## config.mk

```make
export PLATFORM = sky130hd
export DESIGN_NAME = mcr_top
export DESIGN_NICKNAME = d
export VERILOG_FILES = /design/src/shared/mcr_pkg.sv /design/src/shared/mcr_err_if.sv /design/src/design/mcr_bank.sv /design/src/design/mcr_exc.sv /design/src/design/mcr_top.sv
export VERILOG_INCLUDE_DIRS = /design/src /design/src/shared
export SDC_FILE = /design/constraint.sdc
export NUM_CORES = 2
export LEC_CHECK = 0
export CELL_PAD_IN_SITES_DETAIL_PLACEMENT = 1
export CELL_PAD_IN_SITES_GLOBAL_PLACEMENT = 2
export CORE_ASPECT_RATIO = 1.75
export CORE_UTILIZATION = 35
export DETAILED_ROUTE_END_ITERATION = 8
export DONT_BUFFER_PORTS = 1
export PLACE_DENSITY_LB_ADDON = 0.1
export SKIP_LAST_GASP = 1
export SYNTH_ARGS = -nofsm -noshare
export SYNTH_HDL_FRONTEND = slang
export SYNTH_SLANG_ARGS = --single-unit
export TNS_END_PERCENT = 100
```

## constraint.sdc

```tcl
create_clock -name ref_clk -period 3.5 [get_ports ref_clk]
set_input_delay 0 -clock ref_clk [delete_from_list [all_inputs] [get_ports ref_clk]]
set_output_delay 0 -clock ref_clk [all_outputs]
set_load 0.1 [all_outputs]
```

## src/shared/mcr_regs.svh

```systemverilog
// Purpose: constants of the error reporting block
// Assumes: included by bare name
// Notes:   field positions of status words and fixed ids
`ifndef MCR_REGS_SVH
`define MCR_REGS_SVH

// feature flags word of the feature query instruction
`define MCR_FEAT_EXC_BIT   7
`define MCR_FEAT_ARCH_BIT  14

// global capability word
`define MCR_BANKS          5
`define MCR_CAP_COUNT      8'h05
`define MCR_CAP_CTLP_BIT   8

// fourth control register, exception enable bit
`define MCR_CTL4_EXC_BIT   6

// bank status word layout
`define MCR_ST_VALID       63
`define MCR_ST_OVER        62
`define MCR_ST_NOTC        61
`define MCR_ST_EN          60
`define MCR_ST_INFOV       59
`define MCR_ST_ADDRC       58
`define MCR_ST_CTXC        57
`define MCR_ST_TYPE_W      6

// global check status word layout
`define MCR_GS_RESTART     0
`define MCR_GS_ERRIP       1
`define MCR_GS_INPROG      2

// reset values
`define MCR_GCTL_RST       5'h00
`define MCR_BCTL_RST       64'h0000000000000000
`define MCR_WORD_RST       64'h0000000000000000

`endif

```

## src/shared/mcr_pkg.sv

```systemverilog
// Purpose: types of the error reporting block
// Assumes: nothing
// Notes:   access selector and exception state codes
package mcr_pkg;
  typedef logic [63:0] mcr_word_t;
  typedef logic [2:0]  mcr_bank_t;
  // register selected by a software access
  typedef enum logic [2:0] {
    SEL_CAP   = 3'h0,
    SEL_GCTL  = 3'h1,
    SEL_GSTAT = 3'h2,
    SEL_BCTL  = 3'h3,
    SEL_BSTAT = 3'h4,
    SEL_BADDR = 3'h5,
    SEL_BINFO = 3'h6,
    SEL_CTL4  = 3'h7
  } mcr_sel_t;
  // exception sequencer states
  typedef enum logic [2:0] {
    EXC_IDLE     = 3'b001,
    EXC_HANDLER  = 3'b010,
    EXC_SHUTDOWN = 3'b100
  } mcr_exc_t;
endpackage

```

## src/shared/mcr_err_if.sv

```systemverilog
// Purpose: carries one detected error to the banks
// Assumes: driven on ref_clk
// Notes:   one source, every bank listens
`timescale 1ns/100ps
interface mcr_err_if;
  import mcr_pkg::*;
  logic      valid;
  mcr_bank_t bank;
  logic [5:0] etype;
  logic      corrected;
  logic      ctx;
  logic      addr_ok;
  mcr_word_t addr;
  logic      info_ok;
  mcr_word_t info;
  modport src (output valid, bank, etype, corrected, ctx,
               output addr_ok, addr, info_ok, info);
  modport snk (input valid, bank, etype, corrected, ctx,
               input addr_ok, addr, info_ok, info);
endinterface

```

## src/design/mcr_bank.sv

```systemverilog
// Purpose: one error reporting bank: status, address, extra info
// Assumes: resetn is power-on only; processor reset does not reach it
// Notes:   first error is kept, later ones only mark overflow
`timescale 1ns/100ps
`include "mcr_regs.svh"
module mcr_bank #(
  parameter logic [2:0] IDX = 3'h0
) (
  // clock and reset
  input  wire logic          ref_clk,
  input  wire logic          resetn,
  // error event
  mcr_err_if.snk             err,
  // controls
  input  wire logic          glob_en,
  input  wire mcr_pkg::mcr_word_t bank_en,
  input  wire logic          stat_wr,
  input  wire mcr_pkg::mcr_word_t wr_data,
  // state
  output mcr_pkg::mcr_word_t status,
  output mcr_pkg::mcr_word_t addr,
  output mcr_pkg::mcr_word_t info,
  output logic               report
);
  import mcr_pkg::*;

  // decode of the incoming event
  wire       hit     = err.valid && (err.bank == IDX) && glob_en;
  wire       type_en = bank_en[err.etype]; // RQ19
  wire       held    = status[`MCR_ST_VALID] && !stat_wr;
  wire       take    = hit && !held;
  wire [63:0] fresh  = {1'b1, 1'b0, !err.corrected, type_en,
                        err.info_ok, err.addr_ok, err.ctx, 51'h0,
                        err.etype}; // RQ12 RQ13 RQ15
  wire [63:0] over   = status | (64'h1 << `MCR_ST_OVER); // RQ8
  // a new error beats a clearing write in the same cycle
  wire [63:0] next_status = take ? fresh :
                            hit ? over :
                            stat_wr ? wr_data : status; // RQ17
  // corrected errors never ask for the exception
  assign report = hit && type_en && !err.corrected; // RQ7 RQ19

  // status survives the processor reset
  always_ff @(posedge ref_clk or negedge resetn) begin
    if (!resetn) begin
      status <= `MCR_WORD_RST;
      addr   <= `MCR_WORD_RST;
      info   <= `MCR_WORD_RST;
    end else begin
      status <= next_status; // RQ16
      if (take && err.addr_ok) addr <= err.addr; // RQ14
      if (take && err.info_ok) info <= err.info; // RQ14
    end
  end
endmodule

```

## src/design/mcr_exc.sv

```systemverilog
// Purpose: exception sequencer and global check status
// Assumes: core_rst is a processor reset on ref_clk
// Notes:   a second exception while in the handler shuts down
`timescale 1ns/100ps
`include "mcr_regs.svh"
module mcr_exc (
  // clock and reset
  input  wire logic       ref_clk,
  input  wire logic       resetn,
  input  wire logic       core_rst,
  // exception request
  input  wire logic       any_report,
  input  wire logic       exc_en,
  input  wire logic       restart_ok,
  input  wire logic       ip_related,
  // software write of global status
  input  wire logic       gs_wr,
  input  wire logic [2:0] gs_wr_data,
  // results
  output logic            trap,
  output logic            shutdown,
  output logic [2:0]      gstat
);
  import mcr_pkg::*;

  mcr_exc_t  state;
  mcr_exc_t  next_state;
  logic      rip;
  logic      eip;

  wire raise = any_report && exc_en; // RQ5 RQ6
  wire sw_clr = gs_wr && !gs_wr_data[`MCR_GS_INPROG];
  wire sw_set = gs_wr && gs_wr_data[`MCR_GS_INPROG];

  // next state; a raise wins over the handler's clear
  always_comb begin
    next_state = state;
    case (state)
      EXC_IDLE: begin
        if (raise || sw_set) next_state = EXC_HANDLER; // RQ9
      end
      EXC_HANDLER: begin
        if (raise) next_state = EXC_SHUTDOWN; // RQ9
        else if (sw_clr) next_state = EXC_IDLE; // RQ18
      end
      EXC_SHUTDOWN: next_state = EXC_SHUTDOWN;
      default: next_state = EXC_IDLE;
    endcase
  end

  // state, trap pulse and restart flags
  always_ff @(posedge ref_clk or negedge resetn) begin
    if (!resetn) begin
      state <= EXC_IDLE;
      trap  <= 1'b0;
      rip   <= 1'b0;
      eip   <= 1'b0;
    end else if (core_rst) begin
      state <= EXC_IDLE;
      trap  <= 1'b0;
      rip   <= 1'b0;
      eip   <= 1'b0;
    end else begin
      state <= next_state;
      trap  <= raise && (state == EXC_IDLE); // RQ6
      if (raise && state == EXC_IDLE) begin
        rip <= restart_ok; // RQ10
        eip <= ip_related; // RQ11
      end else if (gs_wr) begin
        rip <= gs_wr_data[`MCR_GS_RESTART];
        eip <= gs_wr_data[`MCR_GS_ERRIP];
      end
    end
  end

  assign shutdown = (state == EXC_SHUTDOWN);
  assign gstat    = {state != EXC_IDLE, eip, rip};
endmodule

```

## src/design/mcr_top.sv

```systemverilog
// Purpose: machine check error reporting with five banks
// Assumes: all inputs come from core logic on ref_clk
// Notes:   resetn is power-on; core_rst keeps bank contents
// Function
// RQ1 - feature flags show exception bit 7 and architecture bit 14
// RQ2 - capability shows control present, global enables exist
// RQ3 - each global enable bit gates one bank; all ones enables all
// RQ4 - capability count reports five banks, numbered zero to four
// RQ5 - exception delivered only while control bit 6 is set
// RQ6 - uncorrected enabled error traps to the handler at once
// RQ7 - self-corrected errors are logged only, never trap
// RQ8 - second error on a held status sets overflow
// RQ9 - exception sets in-progress; another one meanwhile shuts down
// RQ10 - restart flag set only when resume is reliable
// RQ11 - error address flag set only when pointer relates to error
// RQ12 - not-corrected flag set when error was not corrected
// RQ13 - context-corrupt flag set when processor context is damaged
// RQ14 - address and extra info captured with their flags
// RQ15 - valid flag set on logging; status meaningless otherwise
// RQ16 - bank status survives a processor reset
// RQ17 - writing zero to bank status clears it
// RQ18 - handler clears in-progress and bank valid flags before return
// RQ19 - bank reports only enabled error types, banks independent
`timescale 1ns/100ps
`include "mcr_regs.svh"
module mcr_top (
  // clock and resets
  input  wire logic               ref_clk,
  input  wire logic               resetn,
  input  wire logic               core_rst,
  // detected error
  input  wire logic               err_valid,
  input  wire mcr_pkg::mcr_bank_t err_bank,
  input  wire logic [5:0]         err_type,
  input  wire logic               err_corrected,
  input  wire logic               err_ctx_corrupt,
  input  wire logic               err_addr_valid,
  input  wire mcr_pkg::mcr_word_t err_addr,
  input  wire logic               err_info_valid,
  input  wire mcr_pkg::mcr_word_t err_info,
  input  wire logic               err_restart_ok,
  input  wire logic               err_ip_related,
  // software write
  input  wire logic               sw_wr,
  input  wire mcr_pkg::mcr_sel_t  sw_wr_sel,
  input  wire mcr_pkg::mcr_bank_t sw_wr_bank,
  input  wire mcr_pkg::mcr_word_t sw_wr_data,
  // software read
  input  wire mcr_pkg::mcr_sel_t  sw_rd_sel,
  input  wire mcr_pkg::mcr_bank_t sw_rd_bank,
  output mcr_pkg::mcr_word_t      sw_rd_data,
  // fixed identification words
  output logic [31:0]             feature_flags,
  output mcr_pkg::mcr_word_t      global_capability,
  // exception
  output logic                    machine_check_trap,
  output logic                    shutdown
);
  import mcr_pkg::*;

  localparam int NB = `MCR_BANKS;

  // access decode, shared by writes of the five writable registers
  function automatic logic sel_hit(input logic     en,
                                   input mcr_sel_t got,
                                   input mcr_sel_t want);
    sel_hit = en && (got == want);
  endfunction

  // software-visible control
  logic [NB-1:0]        global_control_enables;
  logic                 check_exception_enable;
  mcr_word_t            bank_error_enables [NB];

  // bank outputs
  mcr_word_t            st   [NB];
  mcr_word_t            ad   [NB];
  mcr_word_t            inf  [NB];
  logic [NB-1:0]        rep;
  logic [2:0]           gstat;
  mcr_word_t            next_rd;

  // write strobes
  wire gctl_wr  = sel_hit(sw_wr, sw_wr_sel, SEL_GCTL);
  wire bctl_wr  = sel_hit(sw_wr, sw_wr_sel, SEL_BCTL);
  wire bstat_wr = sel_hit(sw_wr, sw_wr_sel, SEL_BSTAT);
  wire gs_wr    = sel_hit(sw_wr, sw_wr_sel, SEL_GSTAT);
  wire ctl4_wr  = sel_hit(sw_wr, sw_wr_sel, SEL_CTL4);
  wire rd_ok    = sw_rd_bank < 3'(NB);

  // fixed words; capability says enables register exists
  assign feature_flags = (32'h1 << `MCR_FEAT_EXC_BIT) |
                         (32'h1 << `MCR_FEAT_ARCH_BIT); // RQ1
  assign global_capability = {55'h0, 1'b1, `MCR_CAP_COUNT}; // RQ2 RQ4

  // error event onto the carrier
  mcr_err_if err ();
  assign err.valid     = err_valid;
  assign err.bank      = err_bank;
  assign err.etype     = err_type;
  assign err.corrected = err_corrected;
  assign err.ctx       = err_ctx_corrupt;
  assign err.addr_ok   = err_addr_valid;
  assign err.addr      = err_addr;
  assign err.info_ok   = err_info_valid;
  assign err.info      = err_info;

  // global enables and exception enable; processor reset clears
  always_ff @(posedge ref_clk or negedge resetn) begin
    if (!resetn) begin
      global_control_enables <= `MCR_GCTL_RST;
      check_exception_enable <= 1'b0;
    end else if (core_rst) begin
      global_control_enables <= `MCR_GCTL_RST;
      check_exception_enable <= 1'b0;
    end else begin
      if (gctl_wr) global_control_enables <= sw_wr_data[NB-1:0]; // RQ3
      if (ctl4_wr)
        check_exception_enable <= sw_wr_data[`MCR_CTL4_EXC_BIT]; // RQ5
    end
  end

  // one bank per index, each with its own enables
  for (genvar i = 0; i < NB; i++) begin : g_bank
    wire own_ctl  = bctl_wr && (sw_wr_bank == 3'(i));
    wire own_stat = bstat_wr && (sw_wr_bank == 3'(i));

    // per-bank enables; banks do not affect each other
    always_ff @(posedge ref_clk or negedge resetn) begin
      if (!resetn) begin
        bank_error_enables[i] <= `MCR_BCTL_RST;
      end else if (core_rst) begin
        bank_error_enables[i] <= `MCR_BCTL_RST;
      end else if (own_ctl) begin
        bank_error_enables[i] <= sw_wr_data; // RQ19
      end
    end

    mcr_bank #(
      .IDX (3'(i))
    ) u_bank (
      .ref_clk (ref_clk),
      .resetn  (resetn),
      .err     (err.snk),
      .glob_en (global_control_enables[i]), // RQ3
      .bank_en (bank_error_enables[i]),
      .stat_wr (own_stat),
      .wr_data (sw_wr_data),
      .status  (st[i]),
      .addr    (ad[i]),
      .info    (inf[i]),
      .report  (rep[i])
    );
  end

  // exception sequencer
  mcr_exc u_exc (
    .ref_clk    (ref_clk),
    .resetn     (resetn),
    .core_rst   (core_rst),
    .any_report (|rep), // RQ6
    .exc_en     (check_exception_enable),
    .restart_ok (err_restart_ok),
    .ip_related (err_ip_related),
    .gs_wr      (gs_wr),
    .gs_wr_data (sw_wr_data[2:0]),
    .trap       (machine_check_trap),
    .shutdown   (shutdown),
    .gstat      (gstat)
  );

  // read selection; missing banks read zero
  always_comb begin
    next_rd = `MCR_WORD_RST;
    case (sw_rd_sel)
      SEL_CAP:   next_rd = global_capability;
      SEL_GCTL:  next_rd = {59'h0, global_control_enables};
      SEL_GSTAT: next_rd = {61'h0, gstat};
      SEL_BCTL:  if (rd_ok) next_rd = bank_error_enables[sw_rd_bank];
      SEL_BSTAT: if (rd_ok) next_rd = st[sw_rd_bank];
      SEL_BADDR: if (rd_ok) next_rd = ad[sw_rd_bank];
      SEL_BINFO: if (rd_ok) next_rd = inf[sw_rd_bank];
      SEL_CTL4:
        next_rd = 64'(check_exception_enable) << `MCR_CTL4_EXC_BIT;
      default:   next_rd = `MCR_WORD_RST;
    endcase
  end

  // read data from a register: one cycle latency
  always_ff @(posedge ref_clk or negedge resetn) begin
    if (!resetn) sw_rd_data <= `MCR_WORD_RST;
    else sw_rd_data <= next_rd;
  end

  // helpers for the checks below
  wire b0_hit = err_valid && err_bank == 3'h0;
  // bank 0 stands in for every bank; a free bank takes the event
  wire b0_take = b0_hit && global_control_enables[0] &&
                 !st[0][`MCR_ST_VALID];
  wire b0_type_off = !bank_error_enables[0][err_type];
  // reads of a bank register, where the index may be missing
  wire rd_bank_sel = sw_rd_sel inside {SEL_BCTL, SEL_BSTAT,
                                       SEL_BADDR, SEL_BINFO};
endmodule

```

==> impl_metrics.csv <==
group,metric,value,unit
critical_path,cp_cell_sequence,"nand4_1 -> dlygate4sd3_1 -> a21oi_2 -> buf_6 -> nand2_4 -> buf_12 -> mux2_2 -> dlygate4sd3_1",
route,vias,46400,
global_route,grt_pass1_vias,51200,
power,powerDensity,464,nW/um2
critical_path,arrival,4.12,ns
timing,timing.final.crit_share,97.7,%
critical_path,crit_type,"reg2reg",
floorplanning,initial_utilization,35.2,%
floorplanning,io_pins,386,
place,gp_congestion,0.807,
logic_synthesis,synthCells,4938,
floorplanning,rows,206,
route,drtAntennaViolNets,0,
logic_synthesis,syn_area_per_cell,12.8,um2
clock_tree,cts_max_path_buffers,4,
timing,rsz0062_at_grt,"false",
logic_synthesis,synth_top_area_cell,"dfrtp_1",
clock_tree,clock_latency,0.81,ns
logic_synthesis,synth_seq_area_share,53.6,%
floorplanning,die_w,324,um
clock_tree,cts.sink_count,1356,
logic_synthesis,synth.top_cells.by_count,"1,355 x dfrtp_1, 741 x nand2_1, 646 x mux2_2",
logic_synthesis,yosysMostFrequentCell,"dfrtp_1",
power,p_leak,36.9,nW
logic_synthesis,synth_top_area_share,53.5,%
power,power,36.7,mW
timing,slew_violations,0,
timing,relSlewSlack,21.6,%
critical_path,crit_top_cell,"dlygate4sd3_1",
global_route,grt-ovfl-total,0,
route,totalWireLength,253000,um
place,dp_hpwl,144000,um
timing,finalSetupViolations,0,
job,drv_cap,0,
timing,skew,0.0474,ns
global_route,grt_max_degree,263,
clock_tree,htree_num_levels,4,
critical_path,worstSetupEndpointType,"register",
logic_synthesis,yosys_warnings,0,
clock_tree,numCtsBuffers,149,
route,drcViolationCount,0,
global_route,antenna_found_initial,63,
timing,fmax,0.292,GHz
clock_tree,cts_tree,"built",
logic_synthesis,synth_area,63400,um2
critical_path,critPathLaunchType,"register",
logic_synthesis,synth_flop_cell,"dfrtp_1",
final_layout,fin_nets,5796,
timing,fin_crit,3.42,ns
timing,timing_hold_violations_final,164,
floorplanning,die-area,183000,um2
logic_synthesis,ys_types,72,
global_route,track_usage,27.8,%
final_layout,layout.cells.non_filler,8085,
critical_path,required,4.20,ns
global_route,grt_pass1_wl,371000,um
route,drt_iter0_drc,2816,
place,placed_cells,6963,
run_status,status,"finished with violations",
floorplanning,fp.coreArea,180000,um2
route,wl_per_cell,31.3,um
logic_synthesis,synth_area_leaders,"dfrtp_1 54%, mux2_2 11%, mux4_2 11%, a22o_1 5.3%, nand2_1 4.4%",
final_layout,drive_gt1_share,23.9,%
timing,worstMarginPinSlew,1.17,ns
route,first_pass_iters,5,
logic_synthesis,ys_ff_latch,1356,
final_layout,fillers,18500,
run_status,violations,"negative hold slack",
power,vdd_ir_drop_max,364,uV
floorplanning,die-height,565,um
min_path,hp-class,"in2async",
critical_path,worst-path-buf-inv,4,
route,vias_per_cell,5.73,
critical_path,crit_slowest_cell,"dlygate4sd3_1",
logic_synthesis,synth_edf_count,0,
clock_tree,clk_pin_slew_worst_paths,0.06,ns
critical_path,cp_top_family,"buffers and inverters",
logic_synthesis,ys_async_sr_fraction,100,%
timing,fin_hold_ws,-0.857,ns
final_layout,synthToLayoutAreaGrowth,24.8,%
place,port_buffers,0,
critical_path,critPathMaxFanout,65,
critical_path,cpPeakStageDelay,0.72,ns
clock_tree,cts-root-buf,"clkbuf_16",
[cell usage in the layout (no fill, tap or decap), drive strengths merged, types with 14 or more instances in the layout]
master / instances
clkinv: 23
nor2: 53
dlygate4sd3: 831
buf: 124
mux2: 647
clkbuf: 214
dfrtp: 1355
nand2: 741
diode: 22
conb: 96
nor2b: 15
inv: 14
mux4: 328
mux2i: 35
a22oi: 175
a221o: 58
a21oi: 357
a22o: 381
o21ai: 16
o22ai: 74
[sequential cells by signal, summed over array words and instances (netlist names)]
| register | cells |
|---|---|
| g_bank.u_bank.info | 320 |
| u_exc.trap | 1 |
| g_bank.u_bank.addr | 320 |
| bank_error_enables | 320 |
| u_exc.eip | 1 |
| global_control_enables | 5 |
| u_exc.rip | 1 |
| g_bank.u_bank.status | 320 |
| u_exc.state | 3 |
| check_exception_enable | 1 |
| sw_rd_data | 64 |
[metal layers]
metal  share of wire, %  vias to the layer above  GRT usage [%]
met2                 51                     1249           48.8
met4                4.0                       32           10.2
li1                   -                    19400              -
met5              0.081                        -              0
met3                4.7                      479           4.35
met1                 40                    25200           34.2
[power breakdown]
group	internal (mW)	switching, mW	leakage [nW]
registers	16.4	0.596	18.7
clock network	9.41	6.78	2.39
logic	1.42	2.03	15.8
[repair_timing]
action	CTS	global route
resized for setup	0	5
endpoints found under the setup margin	0	165
hold buffers	835	3
endpoints found under the hold margin	1749	169
buffers inserted	0	5
[worst paths after layout]
path,from,end,slack (ns),depth (start not counted)
hold reg to reg,g_bank[3].u_bank.status[23],g_bank[3].u_bank.status[23],0.49,1
setup reg to reg,global_control_enables[3],g_bank[3].u_bank.addr[2],0.08,8
max in group asynchronous,resetn,bank_error_enables[81],0.96,7
hold / removal,resetn,g_bank[1].u_bank.info[45],-0.86,1
setup / recovery,global_control_enables[3],g_bank[3].u_bank.addr[2],0.08,8
min in group ref_clk,err_addr[11],g_bank[1].u_bank.addr[11],0.02,2
[cell type report]
type / count / area [um2] / share of cell area [%]
timing repair buffer: 958 / 9940 / 12.6
clock inverter: 39 / 495 / 0.627
sequential: 1356 / 33900 / 42.9
antenna: 22 / 55.1 / 0.0696
tap: 2392 / 2990 / 3.79
inverter: 10 / 45.0 / 0.0570
clock buffer: 211 / 4330 / 5.48
multi-input combinational: 3097 / 27300 / 34.5
[logic make-up (layout without fill, tap and decap cells)]
group / after synthesis / in the layout / synth area share, %
DFF: 1356 / 1356 / 53.6
AOI/OAI and AO/OA: 1114 / 1114 / 12.7
muxes: 1010 / 1010 / 23.8
xor gates and xnor gates: 1 / 1 / 0.0138
buffers and inverters: 579 / 1218 / 4.37
and+or+nand+nor: 876 / 876 / 5.56
other: 2 / 118 / 0.0119
[through the flow]
| step | TNS (ns) | hold WS (ns) | util, % | cell area, um2 | setup WS [ns] |
|---|---|---|---|---|---|
| finish | 0 | -0.857 | 43.9 | 79100 | 0.0788 |
| global route | 0 | -0.759 | 43.9 | 79000 | 0.0110 |
| CTS | 0 | -0.773 | 43.7 | 78700 | 0.0298 |
| detailed placement | -15.95 | -0.288 | 36.4 | 65400 | -0.112 |
| global placement | -6.59 | -0.289 | 36.4 | 65400 | -0.0615 |
| floorplan | 0 | -0.296 | - | 63700 | 1.04 |
Note: power is estimated with default switching activity, not from simulation.
